### src/pkg/psc_pkg.sv
package psc_pkg;

   // Program counter, page, stack and cycle geometry.
   localparam int PC_W = 10;
   localparam int PAGE_W = 2;
   localparam int PADDR_W = PC_W + PAGE_W;
   localparam int STACK_DEPTH = 5;
   localparam int STACK_PTR_W = 3;
   localparam logic [PC_W-1:0] PC_RESET = 10'h3ff;
   localparam logic [PC_W-1:0] PC_ONE = 10'h001;
   localparam int CYCLE_CLKS = 2;

   // Sequencer operations presented on the instruction port.
   typedef enum logic [2:0] {
      PSC_OP_NEXT = 3'h0,
      PSC_OP_JUMP = 3'h1,
      PSC_OP_CALL = 3'h2,
      PSC_OP_RET = 3'h3,
      PSC_OP_ADD_PC = 3'h4,
      PSC_OP_MOV_PC = 3'h5,
      PSC_OP_WRITE_PC = 3'h6
   } psc_op_t;

   // Data memory locations, by register index.
   localparam logic [5:0] LOC_INDIRECT = 6'h00;
   localparam logic [5:0] LOC_TIMER = 6'h01;
   localparam logic [5:0] LOC_PC = 6'h02;
   localparam logic [5:0] LOC_STATUS = 6'h03;
   localparam logic [5:0] LOC_RAM_SEL = 6'h04;
   localparam logic [5:0] LOC_PORT5 = 6'h05;
   localparam logic [5:0] LOC_PORT6 = 6'h06;
   localparam logic [5:0] LOC_PORT7 = 6'h07;
   localparam logic [5:0] LOC_GP_LO = 6'h08;
   localparam logic [5:0] LOC_BANK_LO = 6'h20;
   localparam logic [5:0] LOC_INT_STATUS = 6'h3f;

   // Control page locations.
   localparam logic [5:0] IOC_TIMER_CTRL = 6'h01;
   localparam logic [5:0] IOC_DIR5 = 6'h05;
   localparam logic [5:0] IOC_DIR6 = 6'h06;
   localparam logic [5:0] IOC_DIR7 = 6'h07;
   localparam logic [5:0] IOC_WAKE6 = 6'h0b;
   localparam logic [5:0] IOC_WDT_SLEEP = 6'h0e;
   localparam logic [5:0] IOC_INT_MASK = 6'h0f;

   // Bus index map: data page, control page, sequencer status.
   localparam logic [7:0] IDX_IOC_BASE = 8'h40;
   localparam logic [7:0] IDX_SEQ_STATUS = 8'h50;
   localparam int PADDR_BITS = 10;

   // Field positions.
   localparam int ST_SPARE = 7;
   localparam int ST_PS_HI = 6;
   localparam int ST_PS_LO = 5;
   localparam int TC_SRC = 5;
   localparam int TC_EDGE = 4;
   localparam int TC_PAB = 3;
   localparam int TC_PSR_HI = 2;
   localparam int INT_EXT = 3;
   localparam int INT_TMR = 0;
   localparam int RS_BANK_HI = 7;
   localparam int RS_BANK_LO = 6;

   // Reset values of the byte registers, the implemented interrupt bits and a byte increment.
   localparam logic [7:0] RESET_BYTE = 8'h00;
   localparam logic [7:0] RESET_ONES = 8'hff;
   localparam logic [7:0] INT_IMPL_MASK = 8'h09;
   localparam logic [7:0] BYTE_ONE = 8'h01;

endpackage

### src/rtl/psc_cycle_gen.sv
`timescale 1ns/1ps
module psc_cycle_gen #(
   parameter int CLKS = psc_pkg::CYCLE_CLKS
) (
   input wire logic clk_i,
   input wire logic rstn_i,
   input wire logic rc_mode_i,
   output logic tick_o,
   output logic inst_clk_o,
   output logic osc_out_o,
   output logic osc_out_oe_o
);
   import psc_pkg::*;

   logic [3:0] cnt;

   // Divides the core clock into instruction cycles of CLKS clocks.
   always_ff @(posedge clk_i or negedge rstn_i) begin
      if (!rstn_i) begin
         cnt <= 4'h0;
      end else if (cnt == 4'(CLKS - 1)) begin
         cnt <= 4'h0;
      end else begin
         cnt <= cnt + 4'h1;
      end
   end

   // One-clock tick at the end of each instruction cycle, plus a square cycle clock.
   always_ff @(posedge clk_i or negedge rstn_i) begin
      if (!rstn_i) begin
         tick_o <= 1'b0;
         inst_clk_o <= 1'b0;
      end else begin
         tick_o <= (cnt == 4'(CLKS - 1));
         inst_clk_o <= (cnt < 4'(CLKS / 2));
      end
   end

   // In RC mode the oscillator output pin carries the instruction clock.
   always_ff @(posedge clk_i or negedge rstn_i) begin
      if (!rstn_i) begin
         osc_out_o <= 1'b0;
         osc_out_oe_o <= 1'b0;
      end else begin
         osc_out_o <= rc_mode_i & (cnt < 4'(CLKS / 2));
         osc_out_oe_o <= rc_mode_i;
      end
   end
endmodule

### src/rtl/psc_core.sv
`timescale 1ns/1ps
module psc_core #(
   parameter int CLKS = psc_pkg::CYCLE_CLKS,
   parameter int DEPTH = psc_pkg::STACK_DEPTH
) (
   input wire logic clk_i,
   input wire logic rstn_i,
   input wire logic psel_i,
   input wire logic penable_i,
   input wire logic pwrite_i,
   input wire logic [psc_pkg::PADDR_BITS-1:0] paddr_i,
   input wire logic [31:0] pwdata_i,
   output logic [31:0] prdata_o,
   output logic pready_o,
   output logic pslverr_o,
   input wire logic op_valid_i,
   input wire psc_pkg::psc_op_t op_code_i,
   input wire logic [psc_pkg::PC_W-1:0] op_target_i,
   input wire logic [7:0] op_data_i,
   output logic op_taken_o,
   output logic op_ready_o,
   output logic [psc_pkg::PADDR_W-1:0] prog_addr_o,
   input wire logic timer_pin_i,
   input wire logic ext_int_n_i,
   output logic int_request_o,
   input wire logic rc_mode_i,
   output logic osc_out_o,
   output logic osc_out_oe_o
);
   import psc_pkg::*;

   typedef enum logic [1:0] {
      PSC_ST_RUN = 2'b01,
      PSC_ST_EXTRA = 2'b10
   } psc_state_t;

   psc_state_t state;
   logic tick;
   logic [PC_W-1:0] pc;
   logic [PAGE_W-1:0] page;
   logic [PC_W-1:0] stack [DEPTH];
   logic [PAGE_W-1:0] stack_page [DEPTH];
   logic [STACK_PTR_W-1:0] sp;
   logic [STACK_PTR_W-1:0] depth;
   logic [7:0] timer_count;
   logic [7:0] timer_control;
   logic [7:0] prescale;
   logic [7:0] status_flags;
   logic [7:0] ram_select;
   logic [7:0] port_data [3];
   logic [7:0] port_dir [3];
   logic [7:0] wake6;
   logic [7:0] wdt_sleep;
   logic [7:0] interrupt_mask;
   logic [7:0] interrupt_status;
   logic [7:0] common_mem [LOC_GP_LO:LOC_BANK_LO-6'h01];
   logic [7:0] bank_mem [128];
   logic timer_pin_q;
   logic ext_int_q;

   // Bus decode signals.
   logic bus_acc;
   logic bus_wr;
   logic [7:0] idx;
   logic is_r_page;
   logic is_ioc_page;
   logic [5:0] ioc_loc;
   logic [5:0] eff_loc;
   logic [1:0] bank;
   logic wr_loc;
   logic wr_ioc;
   logic mapped;
   logic [7:0] wbyte;
   logic [7:0] loc_rdata;
   logic [7:0] ioc_rdata;
   logic [31:0] next_prdata;

   // Sequencer and timer signals.
   logic op_fire;
   logic pc_change;
   logic [PC_W-1:0] pc_inc;
   logic [PC_W-1:0] next_pc;
   logic [PAGE_W-1:0] next_page;
   logic [STACK_PTR_W-1:0] sp_top;
   logic [STACK_PTR_W-1:0] sp_up;
   logic pin_edge;
   logic count_evt;
   logic [7:0] pre_inc;
   logic [7:0] pre_mask;
   logic timer_step;
   logic timer_ovf;
   logic ext_fall;

   psc_cycle_gen #(
      .CLKS(CLKS)
   ) u_cycle (
      .clk_i(clk_i),
      .rstn_i(rstn_i),
      .rc_mode_i(rc_mode_i),
      .tick_o(tick),
      .inst_clk_o(),
      .osc_out_o(osc_out_o),
      .osc_out_oe_o(osc_out_oe_o)
   );

   // Address decode; the answer comes one clock into the access phase.
   assign bus_acc = psel_i & penable_i & ~pready_o;
   assign bus_wr = bus_acc & pwrite_i;
   assign idx = paddr_i[PADDR_BITS-1:2];
   assign is_r_page = (idx < IDX_IOC_BASE);
   assign is_ioc_page = (idx >= IDX_IOC_BASE) && (idx < IDX_SEQ_STATUS);
   assign ioc_loc = 6'(idx - IDX_IOC_BASE);
   assign wbyte = pwdata_i[7:0];
   assign bank = ram_select[RS_BANK_HI:RS_BANK_LO];
   // The indirect port has no storage of its own; it redirects to the location held in RAM select.
   assign eff_loc = (idx[5:0] == LOC_INDIRECT) ? ram_select[5:0] : idx[5:0];
   assign wr_loc = bus_wr & is_r_page;
   assign wr_ioc = bus_wr & is_ioc_page;

   // Data page read mux, addressed by the effective location.
   always_comb begin
      loc_rdata = RESET_BYTE;
      if (eff_loc == LOC_TIMER) begin
         loc_rdata = timer_count;
      end else if (eff_loc == LOC_PC) begin
         loc_rdata = pc[7:0];
      end else if (eff_loc == LOC_STATUS) begin
         loc_rdata = status_flags;
      end else if (eff_loc == LOC_RAM_SEL) begin
         loc_rdata = ram_select;
      end else if (eff_loc >= LOC_PORT5 && eff_loc <= LOC_PORT7) begin
         loc_rdata = port_data[2'(eff_loc - LOC_PORT5)];
      end else if (eff_loc == LOC_INT_STATUS) begin
         loc_rdata = interrupt_status & interrupt_mask;
      end else if (eff_loc >= LOC_BANK_LO) begin
         loc_rdata = bank_mem[{bank, eff_loc[4:0]}];
      end else if (eff_loc >= LOC_GP_LO) begin
         loc_rdata = common_mem[eff_loc];
      end
   end

   // Control page read mux; reserved locations read zero.
   always_comb begin
      ioc_rdata = RESET_BYTE;
      unique case (ioc_loc)
         IOC_TIMER_CTRL: ioc_rdata = timer_control;
         IOC_DIR5: ioc_rdata = port_dir[0];
         IOC_DIR6: ioc_rdata = port_dir[1];
         IOC_DIR7: ioc_rdata = port_dir[2];
         IOC_WAKE6: ioc_rdata = wake6;
         IOC_WDT_SLEEP: ioc_rdata = wdt_sleep;
         IOC_INT_MASK: ioc_rdata = interrupt_mask;
         default: ioc_rdata = RESET_BYTE;
      endcase
   end

   // Word returned to the bus, and whether the index is mapped at all.
   always_comb begin
      mapped = is_r_page | is_ioc_page | (idx == IDX_SEQ_STATUS);
      next_prdata = 32'h0000_0000;
      if (is_r_page) begin
         next_prdata = {24'h00_0000, loc_rdata};
      end else if (is_ioc_page) begin
         next_prdata = {24'h00_0000, ioc_rdata};
      end else if (idx == IDX_SEQ_STATUS) begin
         next_prdata = {15'h0000, depth, state == PSC_ST_EXTRA, 1'b0, page, pc};
      end
   end

   // APB answer with one wait state; unmapped indices flag an error.
   always_ff @(posedge clk_i or negedge rstn_i) begin
      if (!rstn_i) begin
         pready_o <= 1'b0;
         pslverr_o <= 1'b0;
         prdata_o <= 32'h0000_0000;
      end else begin
         pready_o <= bus_acc;
         pslverr_o <= bus_acc & ~mapped;
         if (bus_acc && !pwrite_i) begin
            prdata_o <= next_prdata;
         end
      end
   end

   // Software-owned byte registers on both pages.
   always_ff @(posedge clk_i or negedge rstn_i) begin
      if (!rstn_i) begin
         status_flags <= RESET_BYTE;
         ram_select <= RESET_BYTE;
         timer_control <= RESET_BYTE;
         wake6 <= RESET_ONES;
         wdt_sleep <= RESET_BYTE;
         interrupt_mask <= RESET_BYTE;
      end else begin
         if (wr_loc && eff_loc == LOC_STATUS) begin
            status_flags <= wbyte;
         end
         if (wr_loc && eff_loc == LOC_RAM_SEL) begin
            ram_select <= wbyte;
         end
         if (wr_ioc && ioc_loc == IOC_TIMER_CTRL) begin
            timer_control <= wbyte;
         end
         if (wr_ioc && ioc_loc == IOC_WAKE6) begin
            wake6 <= wbyte;
         end
         if (wr_ioc && ioc_loc == IOC_WDT_SLEEP) begin
            wdt_sleep <= wbyte;
         end
         if (wr_ioc && ioc_loc == IOC_INT_MASK) begin
            interrupt_mask <= wbyte & INT_IMPL_MASK;
         end
      end
   end

   // Port data and direction registers, one pair per port.
   for (genvar p = 0; p < 3; p++) begin : g_port
      always_ff @(posedge clk_i or negedge rstn_i) begin
         if (!rstn_i) begin
            port_data[p] <= RESET_BYTE;
            port_dir[p] <= RESET_ONES;
         end else begin
            if (wr_loc && eff_loc == 6'(LOC_PORT5 + 6'(p))) begin
               port_data[p] <= wbyte;
            end
            if (wr_ioc && ioc_loc == 6'(IOC_DIR5 + 6'(p))) begin
               port_dir[p] <= wbyte;
            end
         end
      end
   end

   // General registers: one common block, one banked block.
   always_ff @(posedge clk_i) begin
      if (wr_loc && eff_loc >= LOC_GP_LO && eff_loc < LOC_BANK_LO) begin
         common_mem[eff_loc] <= wbyte;
      end
      if (wr_loc && eff_loc >= LOC_BANK_LO && eff_loc < LOC_INT_STATUS) begin
         bank_mem[{bank, eff_loc[4:0]}] <= wbyte;
      end
   end

   // Timer source: cycle tick, or the chosen edge of the timer pin.
   assign pin_edge = timer_control[TC_EDGE] ? (timer_pin_q & ~timer_pin_i)
                                            : (~timer_pin_q & timer_pin_i);
   assign count_evt = timer_control[TC_SRC] ? pin_edge : tick;
   assign pre_inc = prescale + BYTE_ONE;
   assign pre_mask = 8'((16'h0002 << timer_control[TC_PSR_HI:0]) - 16'h0001);
   // With the prescaler assigned elsewhere the timer counts every event.
   assign timer_step = count_evt & (timer_control[TC_PAB] |
                                    ((pre_inc & pre_mask) == RESET_BYTE));
   assign timer_ovf = timer_step & (timer_count == RESET_ONES);
   assign ext_fall = ext_int_q & ~ext_int_n_i;

   // Input history for edge detection.
   always_ff @(posedge clk_i or negedge rstn_i) begin
      if (!rstn_i) begin
         timer_pin_q <= 1'b0;
         ext_int_q <= 1'b1;
      end else begin
         timer_pin_q <= timer_pin_i;
         ext_int_q <= ext_int_n_i;
      end
   end

   // Prescaler runs on timer events and is cleared only by a timer write.
   always_ff @(posedge clk_i or negedge rstn_i) begin
      if (!rstn_i) begin
         prescale <= RESET_BYTE;
      end else if (wr_loc && eff_loc == LOC_TIMER) begin
         prescale <= RESET_BYTE;
      end else if (count_evt && !timer_control[TC_PAB]) begin
         prescale <= pre_inc;
      end
   end

   // Timer count: software write wins over a count in the same clock.
   always_ff @(posedge clk_i or negedge rstn_i) begin
      if (!rstn_i) begin
         timer_count <= RESET_BYTE;
      end else if (wr_loc && eff_loc == LOC_TIMER) begin
         timer_count <= wbyte;
      end else if (timer_step) begin
         timer_count <= timer_count + BYTE_ONE;
      end
   end

   // Interrupt flags: hardware sets, software only clears; a set beats a clear.
   always_ff @(posedge clk_i or negedge rstn_i) begin
      if (!rstn_i) begin
         interrupt_status <= RESET_BYTE;
      end else begin
         if (wr_loc && eff_loc == LOC_INT_STATUS) begin
            interrupt_status <= (interrupt_status & wbyte & INT_IMPL_MASK)
                                | {4'h0, ext_fall, 2'b00, timer_ovf};
         end else begin
            interrupt_status <= interrupt_status
                                | {4'h0, ext_fall, 2'b00, timer_ovf};
         end
      end
   end

   // Masked pending request towards the interrupt controller.
   always_ff @(posedge clk_i or negedge rstn_i) begin
      if (!rstn_i) begin
         int_request_o <= 1'b0;
      end else begin
         int_request_o <= |(interrupt_status & interrupt_mask);
      end
   end

   // Sequencer: an operation is taken at the end of a normal instruction cycle.
   assign op_fire = tick & op_valid_i & (state == PSC_ST_RUN);
   assign pc_change = op_fire & (op_code_i != PSC_OP_NEXT);
   assign pc_inc = pc + PC_ONE;
   assign sp_top = (sp == 3'(0)) ? 3'(DEPTH - 1) : sp - 3'(1);
   assign sp_up = (sp == 3'(DEPTH - 1)) ? 3'(0) : sp + 3'(1);

   // Next counter and page for each operation.
   always_comb begin
      next_pc = pc;
      next_page = page;
      if (op_fire) begin
         unique case (op_code_i)
            PSC_OP_NEXT: next_pc = pc_inc;
            PSC_OP_JUMP, PSC_OP_CALL: begin
               next_pc = op_target_i;
               next_page = status_flags[ST_PS_HI:ST_PS_LO];
            end
            PSC_OP_RET: begin
               next_pc = stack[sp_top];
               next_page = stack_page[sp_top];
            end
            PSC_OP_ADD_PC: begin
               next_pc = {2'b00, pc_inc[7:0] + op_data_i};
               next_page = status_flags[ST_PS_HI:ST_PS_LO];
            end
            PSC_OP_MOV_PC, PSC_OP_WRITE_PC: begin
               next_pc = {2'b00, op_data_i};
               next_page = status_flags[ST_PS_HI:ST_PS_LO];
            end
            default: next_pc = pc_inc;
         endcase
      end
   end

   // Counter and page registers; reset holds the counter at all ones.
   always_ff @(posedge clk_i or negedge rstn_i) begin
      if (!rstn_i) begin
         pc <= PC_RESET;
         page <= 2'b00;
      end else begin
         pc <= next_pc;
         page <= next_page;
      end
   end

   // Five-level circular stack of return addresses with their pages.
   always_ff @(posedge clk_i or negedge rstn_i) begin
      if (!rstn_i) begin
         sp <= 3'(0);
         depth <= 3'(0);
      end else if (op_fire && op_code_i == PSC_OP_CALL) begin
         stack[sp] <= pc_inc;
         stack_page[sp] <= page;
         sp <= sp_up;
         depth <= (depth == 3'(DEPTH)) ? depth : depth + 3'(1);
      end else if (op_fire && op_code_i == PSC_OP_RET) begin
         sp <= sp_top;
         depth <= (depth == 3'(0)) ? depth : depth - 3'(1);
      end
   end

   // Any operation other than NEXT costs one more instruction cycle.
   always_ff @(posedge clk_i or negedge rstn_i) begin
      if (!rstn_i) begin
         state <= PSC_ST_RUN;
      end else begin
         unique case (state)
            PSC_ST_RUN: begin
               if (pc_change) begin
                  state <= PSC_ST_EXTRA;
               end
            end
            PSC_ST_EXTRA: begin
               if (tick) begin
                  state <= PSC_ST_RUN;
               end
            end
         endcase
      end
   end

   // Handshake and program address outputs.
   always_ff @(posedge clk_i or negedge rstn_i) begin
      if (!rstn_i) begin
         op_taken_o <= 1'b0;
         op_ready_o <= 1'b0;
         prog_addr_o <= {2'b00, PC_RESET};
      end else begin
         op_taken_o <= op_fire;
         op_ready_o <= (state == PSC_ST_RUN) & ~pc_change
                       | (state == PSC_ST_EXTRA) & tick;
         prog_addr_o <= {next_page, next_pc};
      end
   end
endmodule

### config.mk
export PLATFORM = sky130hd
export DESIGN_NAME = psc_core
export DESIGN_NICKNAME = d
export VERILOG_FILES = /design/src/pkg/psc_pkg.sv /design/src/rtl/psc_cycle_gen.sv /design/src/rtl/psc_core.sv
export SDC_FILE = /design/constraint.sdc
export NUM_CORES = 2
export LEC_CHECK = 0
export ABC_AREA = 1
export BUFFER_PORTS_ARGS = -buffer_cell sky130_fd_sc_hd__buf_2
export CAP_MARGIN = 20
export CORE_MARGIN = 4
export CORE_UTILIZATION = 60
export DETAILED_ROUTE_END_ITERATION = 6
export GPL_ROUTABILITY_DRIVEN = 0
export PLACE_DENSITY = 0.76
export SYNTH_ARGS = -nofsm -noshare
export SYNTH_HDL_FRONTEND = slang
export SYNTH_SLANG_ARGS = --single-unit
### constraint.sdc
create_clock -name clk_i -period 4.02 [get_ports clk_i]
set_input_delay 0.603 -clock clk_i [delete_from_list [all_inputs] [get_ports clk_i]]
set_output_delay 0.603 -clock clk_i [all_outputs]
set_load 0.1 [all_outputs]
==> flow_summary.yaml <==
hold_path:
  hold_end: "pready_o$_DFF_PN0_"
  hp-class: "primary input to flop"
  min-delay-start: "penable_i"
  min_path_cells: 3
cts:
  clkTransAtPathRegs_ns: 0.06
  htree_levels: 4
  cts_tree: "done"
  clk_latency_ns: 0.76
  cts.sinks: 1434
  cts.path.max_buffers: 3
  numCtsBuffers: 147
  root_buffer: "clkbuf_16"
final_layout:
  drive_gt1_share_pct: 11.6
  areaGrowthSynthToFinish_pct: 14.5
  antennaDiodeCount: 0
  final_common_cell: "nand2_1"
  layout.nets: 6213
  fin_area_um2: 70100
  fin_cells: 7593
  final_cell_mix: "1665 x nand2_1, 1276 x edfxtp_1, 1034 x nor2_1"
timing:
  relSlewSlack_pct: 33.9
  report.final.slew_viol_count: 0
  fin_crit_sh_pct: 91.2
  rsz0062_at_grt: "false"
  worst_pin_slew_ns: 0.992
  hold_viol: 0
  fmax_mhz: 273
  finalSetupTns_ns: 0
  fin_worst_skew_ns: 0.0297
  fin_crit_ns: 3.67
  setup_ws_ns: 0.353
  finalSetupViolations: 0
worst_setup_path:
  worst-path-stages: 20
  end_kind: "flop"
  regToRegEndpoint: "prdata_o[1]$_DFFE_PN0P_"
  r2r_cells: 20
  slowest_stage: "o21ai_0"
  critPathKind: "flop to flop"
  rrSetupSlack_ns: 0.35
  cp-start-kind: "flop"
  crit_fanout: 56
  critPathRequiredTime_ns: 4.70
  arrival_ns: 4.35
  slowest_delay_ns: 0.46
  rr_startpoint: "ram_select[0]$_DFFE_PN0P_"
  cp_top_family: "simple AND/OR/NAND/NOR gates"
  cp_cell_sequence: "nand4_1 -> nand2_8 -> buf_12 -> buf_12 -> nor2_1 -> o21ai_0 -> a21oi_1 -> o21ai_0 -> nand4_1 -> nor2_1 -> nand2_1 -> nand2_1 -> nand2_1 -> nand2_1 -> nand2_1 -> nand2_1 -> nand2_1 -> nand2_1 -> nand2_1 -> a21oi_1"
  crit_path_start: "ram_select[0]$_DFFE_PN0P_"
  critPathBufInv: 2
  crit_path_frequent_cell: "nand2_1"
logic_synthesis:
  yosysWarningCount: 0
  synth_edf_count: 1276
  synth_cell_types: 53
  ys_seq_area_share_pct: 69.1
  synth_ff_type: "edfxtp_1"
  async_reset_ff_share_pct: 11.0
  synth_cells: 5822
  ys_ff_latch: 1434
  synth_area_um2: 61200
  avgSynthCellArea_um2: 10.5
global_routing:
  gr-total-overflow: 0
  grt_usage_pct: 30.5
  grt_max_degree: 113
  grt_pass1_vias: 43000
  antenna_found_initial: 1
  grt_pass1_wl_um: 250000
routing:
  vias_per_cell: 5.86
  wirelength_um: 165000
  drt-pass1-iter-count: 7
  final_antenna_net_count: 0
  vias: 44500
  drc: 35
  routedWlPerCell_um: 21.7
  drt_iter0_markers: 6040
placement:
  postPlaceCellArea_um2: 65300
  portBuffers: 80
  dp_cells: 7322
  pre_cts_ws_ns: -0.114
  hpwl_um: 100000
outcome:
  violations: "design-rule violations"
  status: "finished with violations"
pwr:
  power_uw: 34300
  p_leak_uw: 0.0278
  power_density_nw_per_um2: 490
  max-vdd-ir-drop_v: 0.000429
floorplanning:
  die_h_um: 327
  rows: 116
  die-area_um2: 107000
  start_util_pct: 60.8
  core_area_um2: 101000
  num_io_pins: 123
  floorplan.die.width_um: 327
run:
  maxCapViolations: 0
-- layer usage --
layer | track usage (%) | up-vias | routed length (µm)
met3 | 5.63 | 507 | 17100
met1 | 41.1 | 21200 | 62100
li1 | - | 20200 | -
met4 | 14.6 | 0 | 8260
met2 | 48.5 | 2639 | 77300
met5 | 0 | - | 0
-- registers in the layout (all words and copies together), names as in the netlist, 2 cells and up --
name	count
timer_control	8
timer_count	8
stack	50
sp	3
common_mem	192
depth	3
prdata_o	16
ram_select	8
wake6	8
stack_page	10
wdt_sleep	8
interrupt_status	2
state	2
port_data	24
prog_addr_o	11
bank_mem	1024
port_dir	24
interrupt_mask	2
prescale	8
u_cycle.cnt	4
status_flags	8
-- report_power, final --
group | total (µW) | internal [µW] | switching (µW)
combinational | 3940 | 962 | 2970
sequential | 16800 | 16600 | 254
clock | 13600 | 7920 | 5640
total | 34300 | 25500 | 8870
-- Yosys cell counts (5+ instances only) --
cell type	instances	area, µm²
nand2_1	1668	6260
edfxtp_1	1276	38300
nor2_1	1040	3900
o21ai_0	491	2460
inv_1	326	1220
nand3_1	151	756
buf_2	129	646
dfrtp_1	114	2850
clkbuf_1	106	398
a21oi_1	90	450
o22ai_1	53	332
dfstp_2	44	1160
nand4_1	35	219
buf_4	34	255
xor2_1	23	201
nor3_1	22	110
o21ai_1	22	110
buf_1	20	75.1
ha_1	19	238
a221oi_1	18	158
o211ai_1	18	135
or2_2	18	113
o221ai_1	15	131
nand3b_1	13	97.6
a22oi_1	9	67.6
o31ai_1	9	67.6
inv_2	8	30.0
nor4_1	5	31.3
o2111ai_1	5	43.8
o32ai_1	5	43.8
-- kinds of logic after synthesis --
group           count (synthesis)  share of synthesized area (%)
compound gates                750                           6.73
xor+xnor                       23                          0.329
fa+ha+maj                      21                          0.454
buf+inv                       627                           4.34
flops                        1434                           69.1
other cells                     1                        0.00613
simple gates                 2966                           19.0
-- what timing repair did --
action                    4_1_cts  5_1_grt
hold buffers                    4        0
gates resized for setup         0        0
buffers inserted                0        0
hold endpoints to repair       47        0
-- through the flow --
step,utilization (%),hold WS (ns)
floorplan,-,0.307
global placement,64.8,0.433
detailed placement,64.8,0.464
CTS,69.6,0.0611
global route,69.6,0.0963
finish,69.6,0.0928
-- worst register-to-register path, delay by kind of cell (launching register included) --
kind,cells,cell delay [ns]
buf+inv,2,0.59
simple gates,14,1.71
compound gates,4,0.89
flops,1,0.41
-- area by class of cell --
cell class              instances  area (µm²)
inverters                     336        1260
flip-flops and latches       1434       42300
fillers                      6957       30600
clock inverters                83         847
clock buffers                 182        3930
multi-input cells            3776       16400
repair buffers                425        3660
well taps                    1357        1700
-- worst max path at each step --
stage | to | slack, ns
after global placement | prdata_o[3]$_DFFE_PN0P_ | -0.11
after detailed placement | prdata_o[5]$_DFFE_PN0P_ | -0.11
after global routing | prdata_o[2]$_DFFE_PN0P_ | 0.21
after CTS | prdata_o[3]$_DFFE_PN0P_ | 0.43
final | prdata_o[1]$_DFFE_PN0P_ | 0.35
after floorplan | bank_mem[47][0]$_DFFE_PP_ | 0.76
(Power assumes the default switching activity.)
